File: config.mk
export PLATFORM = sky130hd
export DESIGN_NAME = pmon_dev_end_flat
export DESIGN_NICKNAME = d
export VERILOG_FILES = /design/src/rtl/pmon_pkg.sv /design/src/rtl/pmon_link_if.sv /design/src/rtl/pmon_dev_end.sv /design/src/rtl/pmon_frame_tx.sv /design/src/flat_wrapper.sv
export SDC_FILE = /design/constraint.sdc
export NUM_CORES = 1
export LEC_CHECK = 0
export BUFFER_PORTS_ARGS = -buffer_cell sky130_fd_sc_hd__buf_4
export CORE_MARGIN = 2
export CORE_UTILIZATION = 53
export CTS_BUF_LIST = sky130_fd_sc_hd__clkbuf_8
export CTS_CLUSTER_DIAMETER = 50
export DETAILED_ROUTE_END_ITERATION = 16
export PLACE_DENSITY = 0.71
export SYNTH_ARGS = -nofsm -noshare
export SYNTH_HDL_FRONTEND = slang
export SYNTH_SLANG_ARGS = --single-unit
export TNS_END_PERCENT = 30
File: constraint.sdc
create_clock -name clk_sys -period 6.8 [get_ports clk_sys]
set_input_delay 0.68 -clock clk_sys [delete_from_list [all_inputs] [get_ports clk_sys]]
set_output_delay 0.68 -clock clk_sys [all_outputs]
set_load 0.05 [all_outputs]
File: src/rtl/pmon_pkg.sv
// peak signal monitor: shared constants, register map and frame helpers
// assumes one sample clock domain shared by both ends
package pmon_pkg;
    localparam int SAMPLE_W = 12;
    localparam int MAG_W = 13;
    localparam int PERIOD_W = 24;
    localparam int WORD_W = 16;
    localparam int TAIL_W = WORD_W - SAMPLE_W;
    localparam int CTRL_MAX = 3;
    localparam int MON_POS = TAIL_W - 1;
    localparam int RA_W = 12;
    localparam int RD_W = 8;
    localparam int FRAME_LEN = 25;
    localparam int SUB_LEN = 5;
    localparam int SUB_N = 5;
    localparam int DATA_LEN = 20;
    localparam int NIB_W = SUB_LEN - 1;
    localparam int FCNT_W = 5;

    // device register map
    localparam logic [RA_W-1:0] A_MON_CTRL = 12'h270;
    localparam logic [RA_W-1:0] A_PER_B0 = 12'h271;
    localparam logic [RA_W-1:0] A_PER_B1 = 12'h272;
    localparam logic [RA_W-1:0] A_PER_B2 = 12'h273;
    localparam logic [RA_W-1:0] A_HOLD_B0 = 12'h274;
    localparam logic [RA_W-1:0] A_HOLD_B1 = 12'h275;
    localparam logic [RA_W-1:0] A_SER_EN = 12'h279;
    localparam logic [RA_W-1:0] A_SER_CTL = 12'h27A;
    localparam logic [RA_W-1:0] A_CB_SEL0 = 12'h559;
    localparam logic [RA_W-1:0] A_CB_SEL1 = 12'h55A;
    localparam logic [RA_W-1:0] A_CB_CFG = 12'h58F;

    localparam int BIT_PEAK_EN = 1;
    localparam int BIT_SER_CTL = 1;
    localparam logic [RD_W-1:0] SER_EN_MASK = 8'h03;
    localparam logic [3:0] CB_SRC_MON = 4'h3;
    localparam logic [1:0] CB_NONE = 2'h0;
    localparam logic [RD_W-1:0] RST_BYTE = 8'h00;
    localparam logic START_BIT = 1'b1;

    // host software map (byte addresses)
    localparam int SA_W = 8;
    localparam logic [SA_W-1:0] SA_DEV_ADDR = 8'h00;
    localparam logic [SA_W-1:0] SA_DEV_WDATA = 8'h04;
    localparam logic [SA_W-1:0] SA_CMD = 8'h08;
    localparam logic [SA_W-1:0] SA_DEV_RDATA = 8'h0C;
    localparam logic [SA_W-1:0] SA_STATUS = 8'h10;
    localparam logic [SA_W-1:0] SA_PEAK = 8'h14;
    localparam logic [SA_W-1:0] SA_FRAMES = 8'h18;
    localparam int CMD_WR = 0;
    localparam int CMD_RD = 1;
    localparam int ST_PEAK = 0;
    localparam int ST_ERR = 1;
    localparam int ST_BUSY = 2;

    function automatic logic [MAG_W-1:0] mag(
        input logic [SAMPLE_W-1:0] s
    );
        logic [MAG_W-1:0] x;
        x = {s[SAMPLE_W-1], s};
        return s[SAMPLE_W-1] ? (~x) + MAG_W'(1) : x;
    endfunction : mag

    function automatic logic [MAG_W-1:0] max_mag(
        input logic [MAG_W-1:0] a,
        input logic [MAG_W-1:0] b
    );
        return (a > b) ? a : b;
    endfunction : max_mag

    // five subframes, each a start bit and four data bits, msb first
    function automatic logic [FRAME_LEN-1:0] frame_build(
        input logic [MAG_W-1:0] v
    );
        logic [DATA_LEN-1:0] dd;
        logic [FRAME_LEN-1:0] f;
        dd = DATA_LEN'(v);
        f = '0;
        for (int i = 0; i < SUB_N; i++) begin
            f[FRAME_LEN-1-i*SUB_LEN] = START_BIT;
            f[FRAME_LEN-2-i*SUB_LEN -: NIB_W] =
                dd[DATA_LEN-1-i*NIB_W -: NIB_W];
        end
        return f;
    endfunction : frame_build

    function automatic logic frame_ok(input logic [FRAME_LEN-1:0] f);
        logic ok;
        ok = 1'b1;
        for (int i = 0; i < SUB_N; i++) begin
            ok = ok & (f[FRAME_LEN-1-i*SUB_LEN] == START_BIT);
        end
        return ok;
    endfunction : frame_ok

    function automatic logic [MAG_W-1:0] frame_data(
        input logic [FRAME_LEN-1:0] f
    );
        logic [DATA_LEN-1:0] dd;
        dd = '0;
        for (int i = 0; i < SUB_N; i++) begin
            dd[DATA_LEN-1-i*NIB_W -: NIB_W] =
                f[FRAME_LEN-2-i*SUB_LEN -: NIB_W];
        end
        return dd[MAG_W-1:0];
    endfunction : frame_data
endpackage : pmon_pkg
File: src/rtl/pmon_link_if.sv
// peak monitor carrier: register port and sample link between the ends
// assumes both ends run on the same clk_sys
`timescale 1ns/100ps
`default_nettype none
interface pmon_link_if;
    logic [pmon_pkg::RA_W-1:0] reg_addr;
    logic [pmon_pkg::RD_W-1:0] reg_wdata;
    logic reg_wr;
    logic reg_rd;
    logic [pmon_pkg::RD_W-1:0] reg_rdata;
    logic [pmon_pkg::WORD_W-1:0] link_word;
    logic link_valid;

    modport dev (
        input reg_addr,
        input reg_wdata,
        input reg_wr,
        input reg_rd,
        output reg_rdata,
        output link_word,
        output link_valid
    );
    modport host (
        output reg_addr,
        output reg_wdata,
        output reg_wr,
        output reg_rd,
        input reg_rdata,
        input link_word,
        input link_valid
    );
endinterface : pmon_link_if
`default_nettype wire

File: src/rtl/pmon_dev_end.sv
// peak monitor, converter end: registers, peak detector, link insertion
// assumes sample_valid marks each decimated sample on clk_sys
//
// Implementation choice: the strobed register port.
`timescale 1ns/100ps
`default_nettype none
module pmon_dev_end (
    input wire logic clk_sys,
    input wire logic resetn,
    input wire logic ce,
    input wire logic [pmon_pkg::SAMPLE_W-1:0] sample_in,
    input wire logic sample_valid,
    pmon_link_if.dev lnk
);
    typedef struct packed {
        logic [pmon_pkg::RD_W-1:0] mon_ctrl;
        logic [pmon_pkg::PERIOD_W-1:0] period;
        logic [pmon_pkg::RD_W-1:0] ser_en;
        logic [pmon_pkg::RD_W-1:0] ser_ctl;
        logic [pmon_pkg::RD_W-1:0] cb_sel0;
        logic [pmon_pkg::RD_W-1:0] cb_sel1;
        logic [pmon_pkg::RD_W-1:0] cb_cfg;
        logic active;
        logic seed;
        logic [pmon_pkg::PERIOD_W-1:0] timer;
        logic [pmon_pkg::MAG_W-1:0] store;
        logic [pmon_pkg::MAG_W-1:0] hold;
        logic [pmon_pkg::RD_W-1:0] rdata;
        logic [pmon_pkg::WORD_W-1:0] word;
        logic lvalid;
    } pmon_dev_t;

    pmon_dev_t q;
    pmon_dev_t d;

    logic ser_bit;
    logic load_frame;
    logic [pmon_pkg::MAG_W-1:0] mag_now;
    logic [pmon_pkg::MAG_W-1:0] peak_now;
    logic peak_en;
    logic ser_route;
    logic [1:0] cs_num;
    logic [pmon_pkg::TAIL_W-1:0] tail;
    logic [pmon_pkg::RD_W-1:0] rd_mux;

    assign lnk.reg_rdata = q.rdata;
    assign lnk.link_word = q.word;
    assign lnk.link_valid = q.lvalid;

    pmon_frame_tx u_ftx (
        .clk_sys(clk_sys),
        .resetn(resetn),
        .ce(ce),
        .load(load_frame),
        .value(d.hold),
        .advance(sample_valid),
        .bit_o(ser_bit)
    );

    assign mag_now = pmon_pkg::mag(sample_in);
    assign peak_en = q.mon_ctrl[pmon_pkg::BIT_PEAK_EN];
    assign cs_num = q.cb_cfg[1:0];

    // monitor serial output reaches the link only when fully enabled
    assign ser_route = ((q.ser_en & pmon_pkg::SER_EN_MASK)
                        == pmon_pkg::SER_EN_MASK)
                       && q.ser_ctl[pmon_pkg::BIT_SER_CTL]
                       && (q.cb_sel0[3:0] == pmon_pkg::CB_SRC_MON);

    // storage is reseeded by the first sample of each period
    always_comb begin
        if (q.seed) begin
            peak_now = mag_now;
        end else begin
            peak_now = pmon_pkg::max_mag(q.store, mag_now);
        end
    end

    // only the monitor bit is placed, at the tail msb; the rest stay zero
    always_comb begin
        tail = '0;
        if (cs_num != pmon_pkg::CB_NONE && ser_route) begin
            tail[pmon_pkg::MON_POS] = ser_bit;
        end
    end

    always_comb begin
        case (lnk.reg_addr)
            pmon_pkg::A_MON_CTRL: begin
                rd_mux = q.mon_ctrl;
            end
            pmon_pkg::A_PER_B0: begin
                rd_mux = q.period[7:0];
            end
            pmon_pkg::A_PER_B1: begin
                rd_mux = q.period[15:8];
            end
            pmon_pkg::A_PER_B2: begin
                rd_mux = q.period[23:16];
            end
            pmon_pkg::A_HOLD_B0: begin
                rd_mux = q.hold[7:0];
            end
            pmon_pkg::A_HOLD_B1: begin
                rd_mux = {3'h0, q.hold[pmon_pkg::MAG_W-1:8]};
            end
            pmon_pkg::A_SER_EN: begin
                rd_mux = q.ser_en;
            end
            pmon_pkg::A_SER_CTL: begin
                rd_mux = q.ser_ctl;
            end
            pmon_pkg::A_CB_SEL0: begin
                rd_mux = q.cb_sel0;
            end
            pmon_pkg::A_CB_SEL1: begin
                rd_mux = q.cb_sel1;
            end
            pmon_pkg::A_CB_CFG: begin
                rd_mux = q.cb_cfg;
            end
            default: begin
                rd_mux = pmon_pkg::RST_BYTE;
            end
        endcase
    end

    always_comb begin
        d = q;
        load_frame = 1'b0;
        if (lnk.reg_rd) begin
            d.rdata = rd_mux;
        end
        if (lnk.reg_wr) begin
            case (lnk.reg_addr)
                pmon_pkg::A_MON_CTRL: begin
                    d.mon_ctrl = lnk.reg_wdata;
                end
                pmon_pkg::A_PER_B0: begin
                    d.period[7:0] = lnk.reg_wdata;
                end
                pmon_pkg::A_PER_B1: begin
                    d.period[15:8] = lnk.reg_wdata;
                end
                pmon_pkg::A_PER_B2: begin
                    d.period[23:16] = lnk.reg_wdata;
                end
                pmon_pkg::A_SER_EN: begin
                    d.ser_en = lnk.reg_wdata;
                end
                pmon_pkg::A_SER_CTL: begin
                    d.ser_ctl = lnk.reg_wdata;
                end
                pmon_pkg::A_CB_SEL0: begin
                    d.cb_sel0 = lnk.reg_wdata;
                end
                pmon_pkg::A_CB_SEL1: begin
                    d.cb_sel1 = lnk.reg_wdata;
                end
                pmon_pkg::A_CB_CFG: begin
                    d.cb_cfg = lnk.reg_wdata;
                end
                default: begin
                end
            endcase
        end
        if (!peak_en) begin
            // timer idle, holding register untouched
            d.active = 1'b0;
        end else if (!q.active) begin
            d.active = 1'b1;
            d.timer = q.period;
            d.seed = 1'b1;
        end else if (sample_valid) begin
            d.store = peak_now;
            d.seed = 1'b0;
            if (q.timer <= pmon_pkg::PERIOD_W'(1)) begin
                d.hold = peak_now;
                // no frame starts while the serial route is off
                load_frame = ser_route;
                d.timer = q.period;
                d.seed = 1'b1;
            end else begin
                d.timer = q.timer - pmon_pkg::PERIOD_W'(1);
            end
        end
        d.lvalid = sample_valid;
        if (sample_valid) begin
            d.word = {sample_in, tail};
        end
    end

    always_ff @(posedge clk_sys or negedge resetn) begin
        if (!resetn) begin
            q <= '0;
        end else if (ce) begin
            q <= d;
        end
    end
endmodule : pmon_dev_end
`default_nettype wire

File: src/rtl/pmon_frame_tx.sv
// peak monitor frame serialiser, one bit per advance, msb first
// assumes advance marks one outgoing link sample
`timescale 1ns/100ps
`default_nettype none
module pmon_frame_tx (
    input wire logic clk_sys,
    input wire logic resetn,
    input wire logic ce,
    input wire logic load,
    input wire logic [pmon_pkg::MAG_W-1:0] value,
    input wire logic advance,
    output logic bit_o
);
    typedef struct packed {
        logic [pmon_pkg::FRAME_LEN-1:0] sh;
        logic [pmon_pkg::FCNT_W-1:0] cnt;
    } pmon_ftx_t;

    pmon_ftx_t q;
    pmon_ftx_t d;

    // idle line is low between frames
    assign bit_o = (q.cnt != '0) ? q.sh[pmon_pkg::FRAME_LEN-1] : 1'b0;

    always_comb begin
        d = q;
        if (load) begin
            d.sh = pmon_pkg::frame_build(value);
            d.cnt = pmon_pkg::FCNT_W'(pmon_pkg::FRAME_LEN);
        end else if (advance && q.cnt != '0) begin
            d.sh = {q.sh[pmon_pkg::FRAME_LEN-2:0], 1'b0};
            d.cnt = q.cnt - pmon_pkg::FCNT_W'(1);
        end
    end

    always_ff @(posedge clk_sys or negedge resetn) begin
        if (!resetn) begin
            q <= '0;
        end else if (ce) begin
            q <= d;
        end
    end
endmodule : pmon_frame_tx
`default_nettype wire

File: src/flat_wrapper.sv
// flat-port wrapper written by rule: the top's interface ports become plain ports
module pmon_dev_end_flat 
  (clk_sys, resetn, ce, sample_in, sample_valid, lnk_reg_addr, lnk_reg_wdata, lnk_reg_wr, lnk_reg_rd, lnk_reg_rdata, lnk_link_word, lnk_link_valid);
  pmon_link_if lnk_i ();
  input wire logic clk_sys;
  input wire logic resetn;
  input wire logic ce;
  input wire logic [pmon_pkg::SAMPLE_W-1:0] sample_in;
  input wire logic sample_valid;
  input wire logic [$bits(lnk_i.reg_addr)-1:0] lnk_reg_addr;
  input wire logic [$bits(lnk_i.reg_wdata)-1:0] lnk_reg_wdata;
  input wire logic [$bits(lnk_i.reg_wr)-1:0] lnk_reg_wr;
  input wire logic [$bits(lnk_i.reg_rd)-1:0] lnk_reg_rd;
  output wire logic [$bits(lnk_i.reg_rdata)-1:0] lnk_reg_rdata;
  output wire logic [$bits(lnk_i.link_word)-1:0] lnk_link_word;
  output wire logic [$bits(lnk_i.link_valid)-1:0] lnk_link_valid;
  assign lnk_i.reg_addr = lnk_reg_addr;
  assign lnk_i.reg_wdata = lnk_reg_wdata;
  assign lnk_i.reg_wr = lnk_reg_wr;
  assign lnk_i.reg_rd = lnk_reg_rd;
  assign lnk_reg_rdata = lnk_i.reg_rdata;
  assign lnk_link_word = lnk_i.link_word;
  assign lnk_link_valid = lnk_i.link_valid;
  pmon_dev_end u_core (.clk_sys(clk_sys), .resetn(resetn), .ce(ce), .sample_in(sample_in), .sample_valid(sample_valid), .lnk(lnk_i));
endmodule
### Yosys cells after proc, flatten, opt, wreduce, memory -nomap -nowiden

Cells that the tools add are included.
W data, S select, Z words.

* input port bits: 38
* register bits: 176
* output and inout bits: 25
* word-level logic and storage cells: 80

* bitwise operators: 1
* add/sub/neg operators: 3
* $lt $le $gt $ge: 2
* multiplexer cells: 20
* equal/unequal tests: 14
* reduce and logical (&&, ||, !) cells: 21

Operators with widths (number)
* $eq A12 B10 Y1 const B: 8
* $pmux W8 S11: 1
* $mux W13: 6
* $mux W30: 2
* $mux W51: 1
* $eq A12 B11 Y1 const B: 3
* $reduce_and A3 Y1: 10
* $mux W25: 1
* $le A24 B1 Y1 const B: 1
* $mux W24: 1
* $sub A24 B1 Y24 const B: 1
* $add A13 B1 Y13 const B: 1
* $gt A13 B13 Y1: 1
* $not A13 Y13: 1
* $mux W1: 8
* $reduce_and A2 Y1: 3
* $reduce_bool A5 Y1: 1
* $sub A5 B1 Y5 const B: 1
* $eq A4 B2 Y1 const B: 1
* $logic_and A1 B1 Y1: 4
* $reduce_and A4 Y1: 1
* $reduce_bool A2 Y1: 2
* $eq A2 B2 Y1 const B: 1
* $ne A2 B2 Y1 const B: 1

### Logic depth before layout (Yosys ltp)

* word-level depth: 11
* mapped depth: 14
* mapped depth without buffers: 13

### Hierarchy

From an unflattened synthesis, not the netlist that was laid out.

* cell total of the unflattened synthesis: 944
* area, all modules: 9887.0 µm²

Modules (own cells, without submodules)
* pmon_dev_end: times used 1, area an instance 8295.5 µm², cells each 778, sequential area each 3653.5 µm²
* pmon_frame_tx: times used 1, area an instance 1591.5 µm², cells each 166, sequential area each 750.7 µm²

### Worst setup path after synthesis

Ideal clock, no wire load.

* kind: input-to-reg
* start point: input port sample_in[5] (netlist bit)
* end point: register u_core.q[39] (netlist bit)
* library setup time: 0.125 ns
* arrival: 3.471 ns
* data required time: 6.675 ns
* buffers on the path: 1
* stages on the path: 13
* setup slack: 3.205 ns
* cells stage by stage: nor4_1 nand2_1 o31ai_1 xnor2_1 inv_1 ha_1 a41oi_1 o21ai_0 a221oi_1 a211o_1 nor2b_1 clkbuf_1 mux2_2

* cells in the longest elaborated chain, start to end: 6

RTL lines
* start: declaration: RTL line flat_wrapper.sv:8 `input wire logic [pmon_pkg::SAMPLE_W-1:0] sample_in;`
* $not A13 Y13: RTL line pmon_pkg.sv:61 `return s[SAMPLE_W-1] ? (~x) + MAG_W'(1) : x;`
* $add A13 B1 Y13: RTL line pmon_pkg.sv:61
* $mux W13 (*): RTL line pmon_pkg.sv:61
* $gt A13 B13 Y1 (*): RTL line pmon_pkg.sv:68 `return (a > b) ? a : b;`
* $mux W13 (*): RTL line pmon_pkg.sv:68
* $mux W13 (*): RTL line pmon_dev_end.sv:72 `if (q.seed) begin`
* end signal: assignment: RTL line pmon_dev_end.sv:195 `q <= '0;`
* end signal: assignment: RTL line pmon_dev_end.sv:197 `q <= d;`
* end: declaration: RTL line pmon_dev_end.sv:33 `pmon_dev_t q;`

Every way passes the cells marked *; elsewhere a longest branch is shown, timed or not.
A chain may end at the register's enable or synchronous reset.

### Worst setup path in the final report

* start point: input port sample_in[5] (netlist bit)
* end point: register u_core.q[42] (netlist bit)

The elaborated chain is that of the path after synthesis.

==> flow_metrics.py <==
metrics = {
    "clock_tree": {
        "cts_buffers": 17,
        "clock_sinks": 176,
        "worstSkewPairLatency_ns": 0.48,
        "cts-hold-fix-buffers": 0,
        "ctsResizeCount": 0,
        "clockBufferDepth": 2,
        "cts_tree": "built",
        "root_buffer": "clkbuf_8",
        "cts_setup_buffers": 0,
        "cts.htree.levels": 4,
        "clk_pin_slew_ns": 0.09,
    },
    "yosys": {
        "yosysTopAreaCell": "dfrtp_1",
        "synthesis.area_um2": 9111,
        "synth_top_area_share_pct": 48.34,
        "avgSynthCellArea_um2": 10.27,
        "async_flop_share_pct": 100.0,
        "yosys_most_used_dff": "dfrtp_1",
        "ys_top_cells_by_area": "dfrtp_1 (48%), mux2_2 (12%), nand2_1 (4.7%)",
        "ys_types": 64,
        "synth-edff-count": 0,
        "ys_ff_latch": 176,
        "synth_cells": 887,
        "yosysWarnings": 0,
        "yosysSeqAreaShare_pct": 48.34,
    },
    "hold_path": {
        "hp-class": "input port to async pin",
    },
    "die": {
        "coreArea_um2": 16700,
        "die_area_um2": 18260,
        "die_w_um": 135.1,
        "io_pins": 63,
        "placementRows": 47,
        "initial_core_util_pct": 54.55,
        "die_y_um": 135.1,
    },
    "timing": {
        "setup_viol": 0,
        "relSlewSlack_pct": 25.01,
        "hold_viol": 0,
        "setup_tns_ns": 0,
        "finalCriticalPeriod_ns": 4.268,
        "fmax_ghz": 0.2343,
        "tightest_slew_ns": 1.116,
        "fin_ws_ns": 2.532,
        "rsz0062_at_grt": "no",
        "slew_viol_final": 0,
        "period_share_pct": 62.76,
        "fin_worst_skew_ns": 0.01652,
    },
    "power": {
        "vdd_drop_max_uv": 128.0,
        "p_leak_uw": 0.004733,
        "p_total_uw": 2262,
        "power_density_nw_per_um2": 227.6,
    },
    "worst_setup_path": {
        "crit_family": "compound AO/OA/AOI/OAI gates",
        "cp_slowest_cell": "nor2b_1",
        "crit_path_end_kind": "register",
        "r2r_cells": 6,
        "crit_fanout": 13,
        "regToRegSetupSlack_ns": 3.40,
        "timing.rr.end": "u_core.u_ftx.q[1]",
        "cp_data_required_time_ns": 7.16,
        "critPathMaxStageDelay_ns": 0.84,
        "cp.depth": 13,
        "reg2reg_from": "u_core.q[76]",
        "crit_type": "input port to register",
        "path_cells": "buf_4 > nor4_1 > nand2_1 > o31ai_1 > xnor2_1 > inv_1 > ha_1 > a41oi_1 > o21ai_0 > a221oi_1 > a211o_1 > nor2b_1 > mux2_2",
        "crit_buf_inv": 2,
        "cp_data_arrival_time_ns": 4.63,
        "startpoint_type": "input port",
    },
    "cells_and_area": {
        "fin_util_pct": 59.49,
        "final_cell_mix": "dfrtp_1 (176), nand2_1 (114), mux2_2 (95)",
        "antenna_cells": 0,
        "area_growth_pct": 9.050,
        "drive_above_1_share_pct": 21.76,
        "finalNetCount": 961,
        "final_common_cell": "dfrtp_1",
    },
    "placed_design": {
        "port_buffers": 59,
        "dpl.hpwl_um": 15640,
        "place_ws_ns": 2.095,
        "gp_congestion": 0.8848,
    },
    "detailed_routing": {
        "ant_nets": 0,
        "drt_iter0_markers": 697,
        "vias_per_cell": 6.062,
        "num_vias": 6905,
        "wl_per_cell_um": 19.28,
        "drc_errors": 0,
        "firstDrtPassIters": 5,
        "finalWirelength_um": 21960,
    },
    "grt": {
        "grt-ovfl-total": 0,
        "grt_pass1_vias": 6630,
        "grt_max_degree": 111,
        "grt_util_all_layers_pct": 25.41,
        "antenna_found_initial": 0,
        "grt_pass1_wl_um": 35760,
    },
    "run": {
        "drv_cap": 0,
    },
    "status": {
        "status": "complete, no violations",
    },
}
[worst max path at each step]
stage,from,end,slack [ns]
4_1_cts,sample_in[5],u_core.q[41],2.60
6_report,sample_in[5],u_core.q[42],2.53
5_1_grt,sample_in[5],u_core.q[41],2.06
2_1_floorplan,sample_in[5],u_core.q[39],3.20
3_3_place_gp,sample_in[5],u_core.q[45],2.16
3_5_place_dp,sample_in[5],u_core.q[42],2.09
[cell type report]
class	count	area, µm²
inverters	27	101.3
flip-flops and latches	176	4404
clock inverters	12	131.4
repair buffers	64	484.2
well taps	220	275.3
fillers	1478	6765
clock buffers	20	275.3
multi-input cells	620	4264
[synthesized netlist by cell type, types with 3 or more instances]
master / number
dfrtp_1: 176
nand2_1: 114
mux2_2: 95
o21ai_0: 69
a21oi_1: 41
nor2_1: 33
clkbuf_1: 32
inv_1: 26
buf_4: 24
nand3_1: 19
ha_1: 17
a22o_1: 14
nor4_1: 14
xnor2_1: 14
mux2i_1: 13
nand4_1: 11
nor3_1: 11
a22oi_1: 10
and3_1: 9
buf_2: 9
or4_1: 9
o211ai_1: 8
o22ai_1: 8
a222oi_1: 7
a31oi_1: 7
nand2b_1: 6
nor2b_1: 6
o31ai_1: 6
or3_1: 6
xor2_1: 6
a221oi_1: 5
and2_1: 4
nand3b_1: 4
o21bai_1: 4
a211o_1: 3
a32oi_1: 3
and3b_1: 3
o21ai_1: 3
[report_power, final]
group	leakage [µW]	switching, µW	internal (µW)
clock network	0.000215	398	358
logic	0.00214	200	118
registers	0.00237	52.1	1140
total	0.00473	651	1610
[flip-flops by register name (all words and copies together), names as in the netlist]
name / cells
u_core.lnk.reg_rdata: 8
u_core.u_ftx.q: 30
u_core.peak_en: 1
u_core.q: 121
u_core.lnk.link_word: 13
u_core.lnk.link_valid: 1
u_core.cs_num: 2
[worst register-to-register path, stage by stage (launching register included)]
cell	delay, ns
dfrtp_1	0.55
nand4_1	0.45
or3_1	0.46
or4_1	0.72
and2_1	0.62
or3_1	0.45
o21ai_0	0.07
[metrics by stage]
stage	instances	area (µm²)	hold slack [ns]
after CTS	1139	9936	0.3855
after detailed placement	1107	9529	0.4629
after global routing	1139	9936	0.4277
after global placement	1107	9529	0.4509
final	1139	9936	0.3537
after floorplan	889	9119	0.3844
[layer usage]
metal | wire (µm) | vias up | part of all wire [%] | track usage [%]
li1 | - | 3239 | - | -
met1 | 10210 | 3399 | 46 | 37.65
met2 | 9978 | 244 | 45 | 37.99
met3 | 1445 | 23 | 6.6 | 5.368
met4 | 325 | 0 | 1.5 | 7.176
met5 | 0 | - | 0 | 0
[kinds of logic (layout without fill, tap and decap cells)]
logic type               count (synthesis)  after routing  share of synthesized area, %
adder cells (fa/ha/maj)                 17             17                         2.334
other                                    2              4                       0.08243
flip-flops                             176            176                         48.34
AND/OR/NAND/NOR                        265            265                         14.47
buffers and inverters                   93            123                         4.944
multiplexers                           110            110                         13.66
XOR/XNOR                                20             20                         1.923
AO/OA/AOI/OAI                          204            204                         14.24
Power figures use the tool's default switching activity.
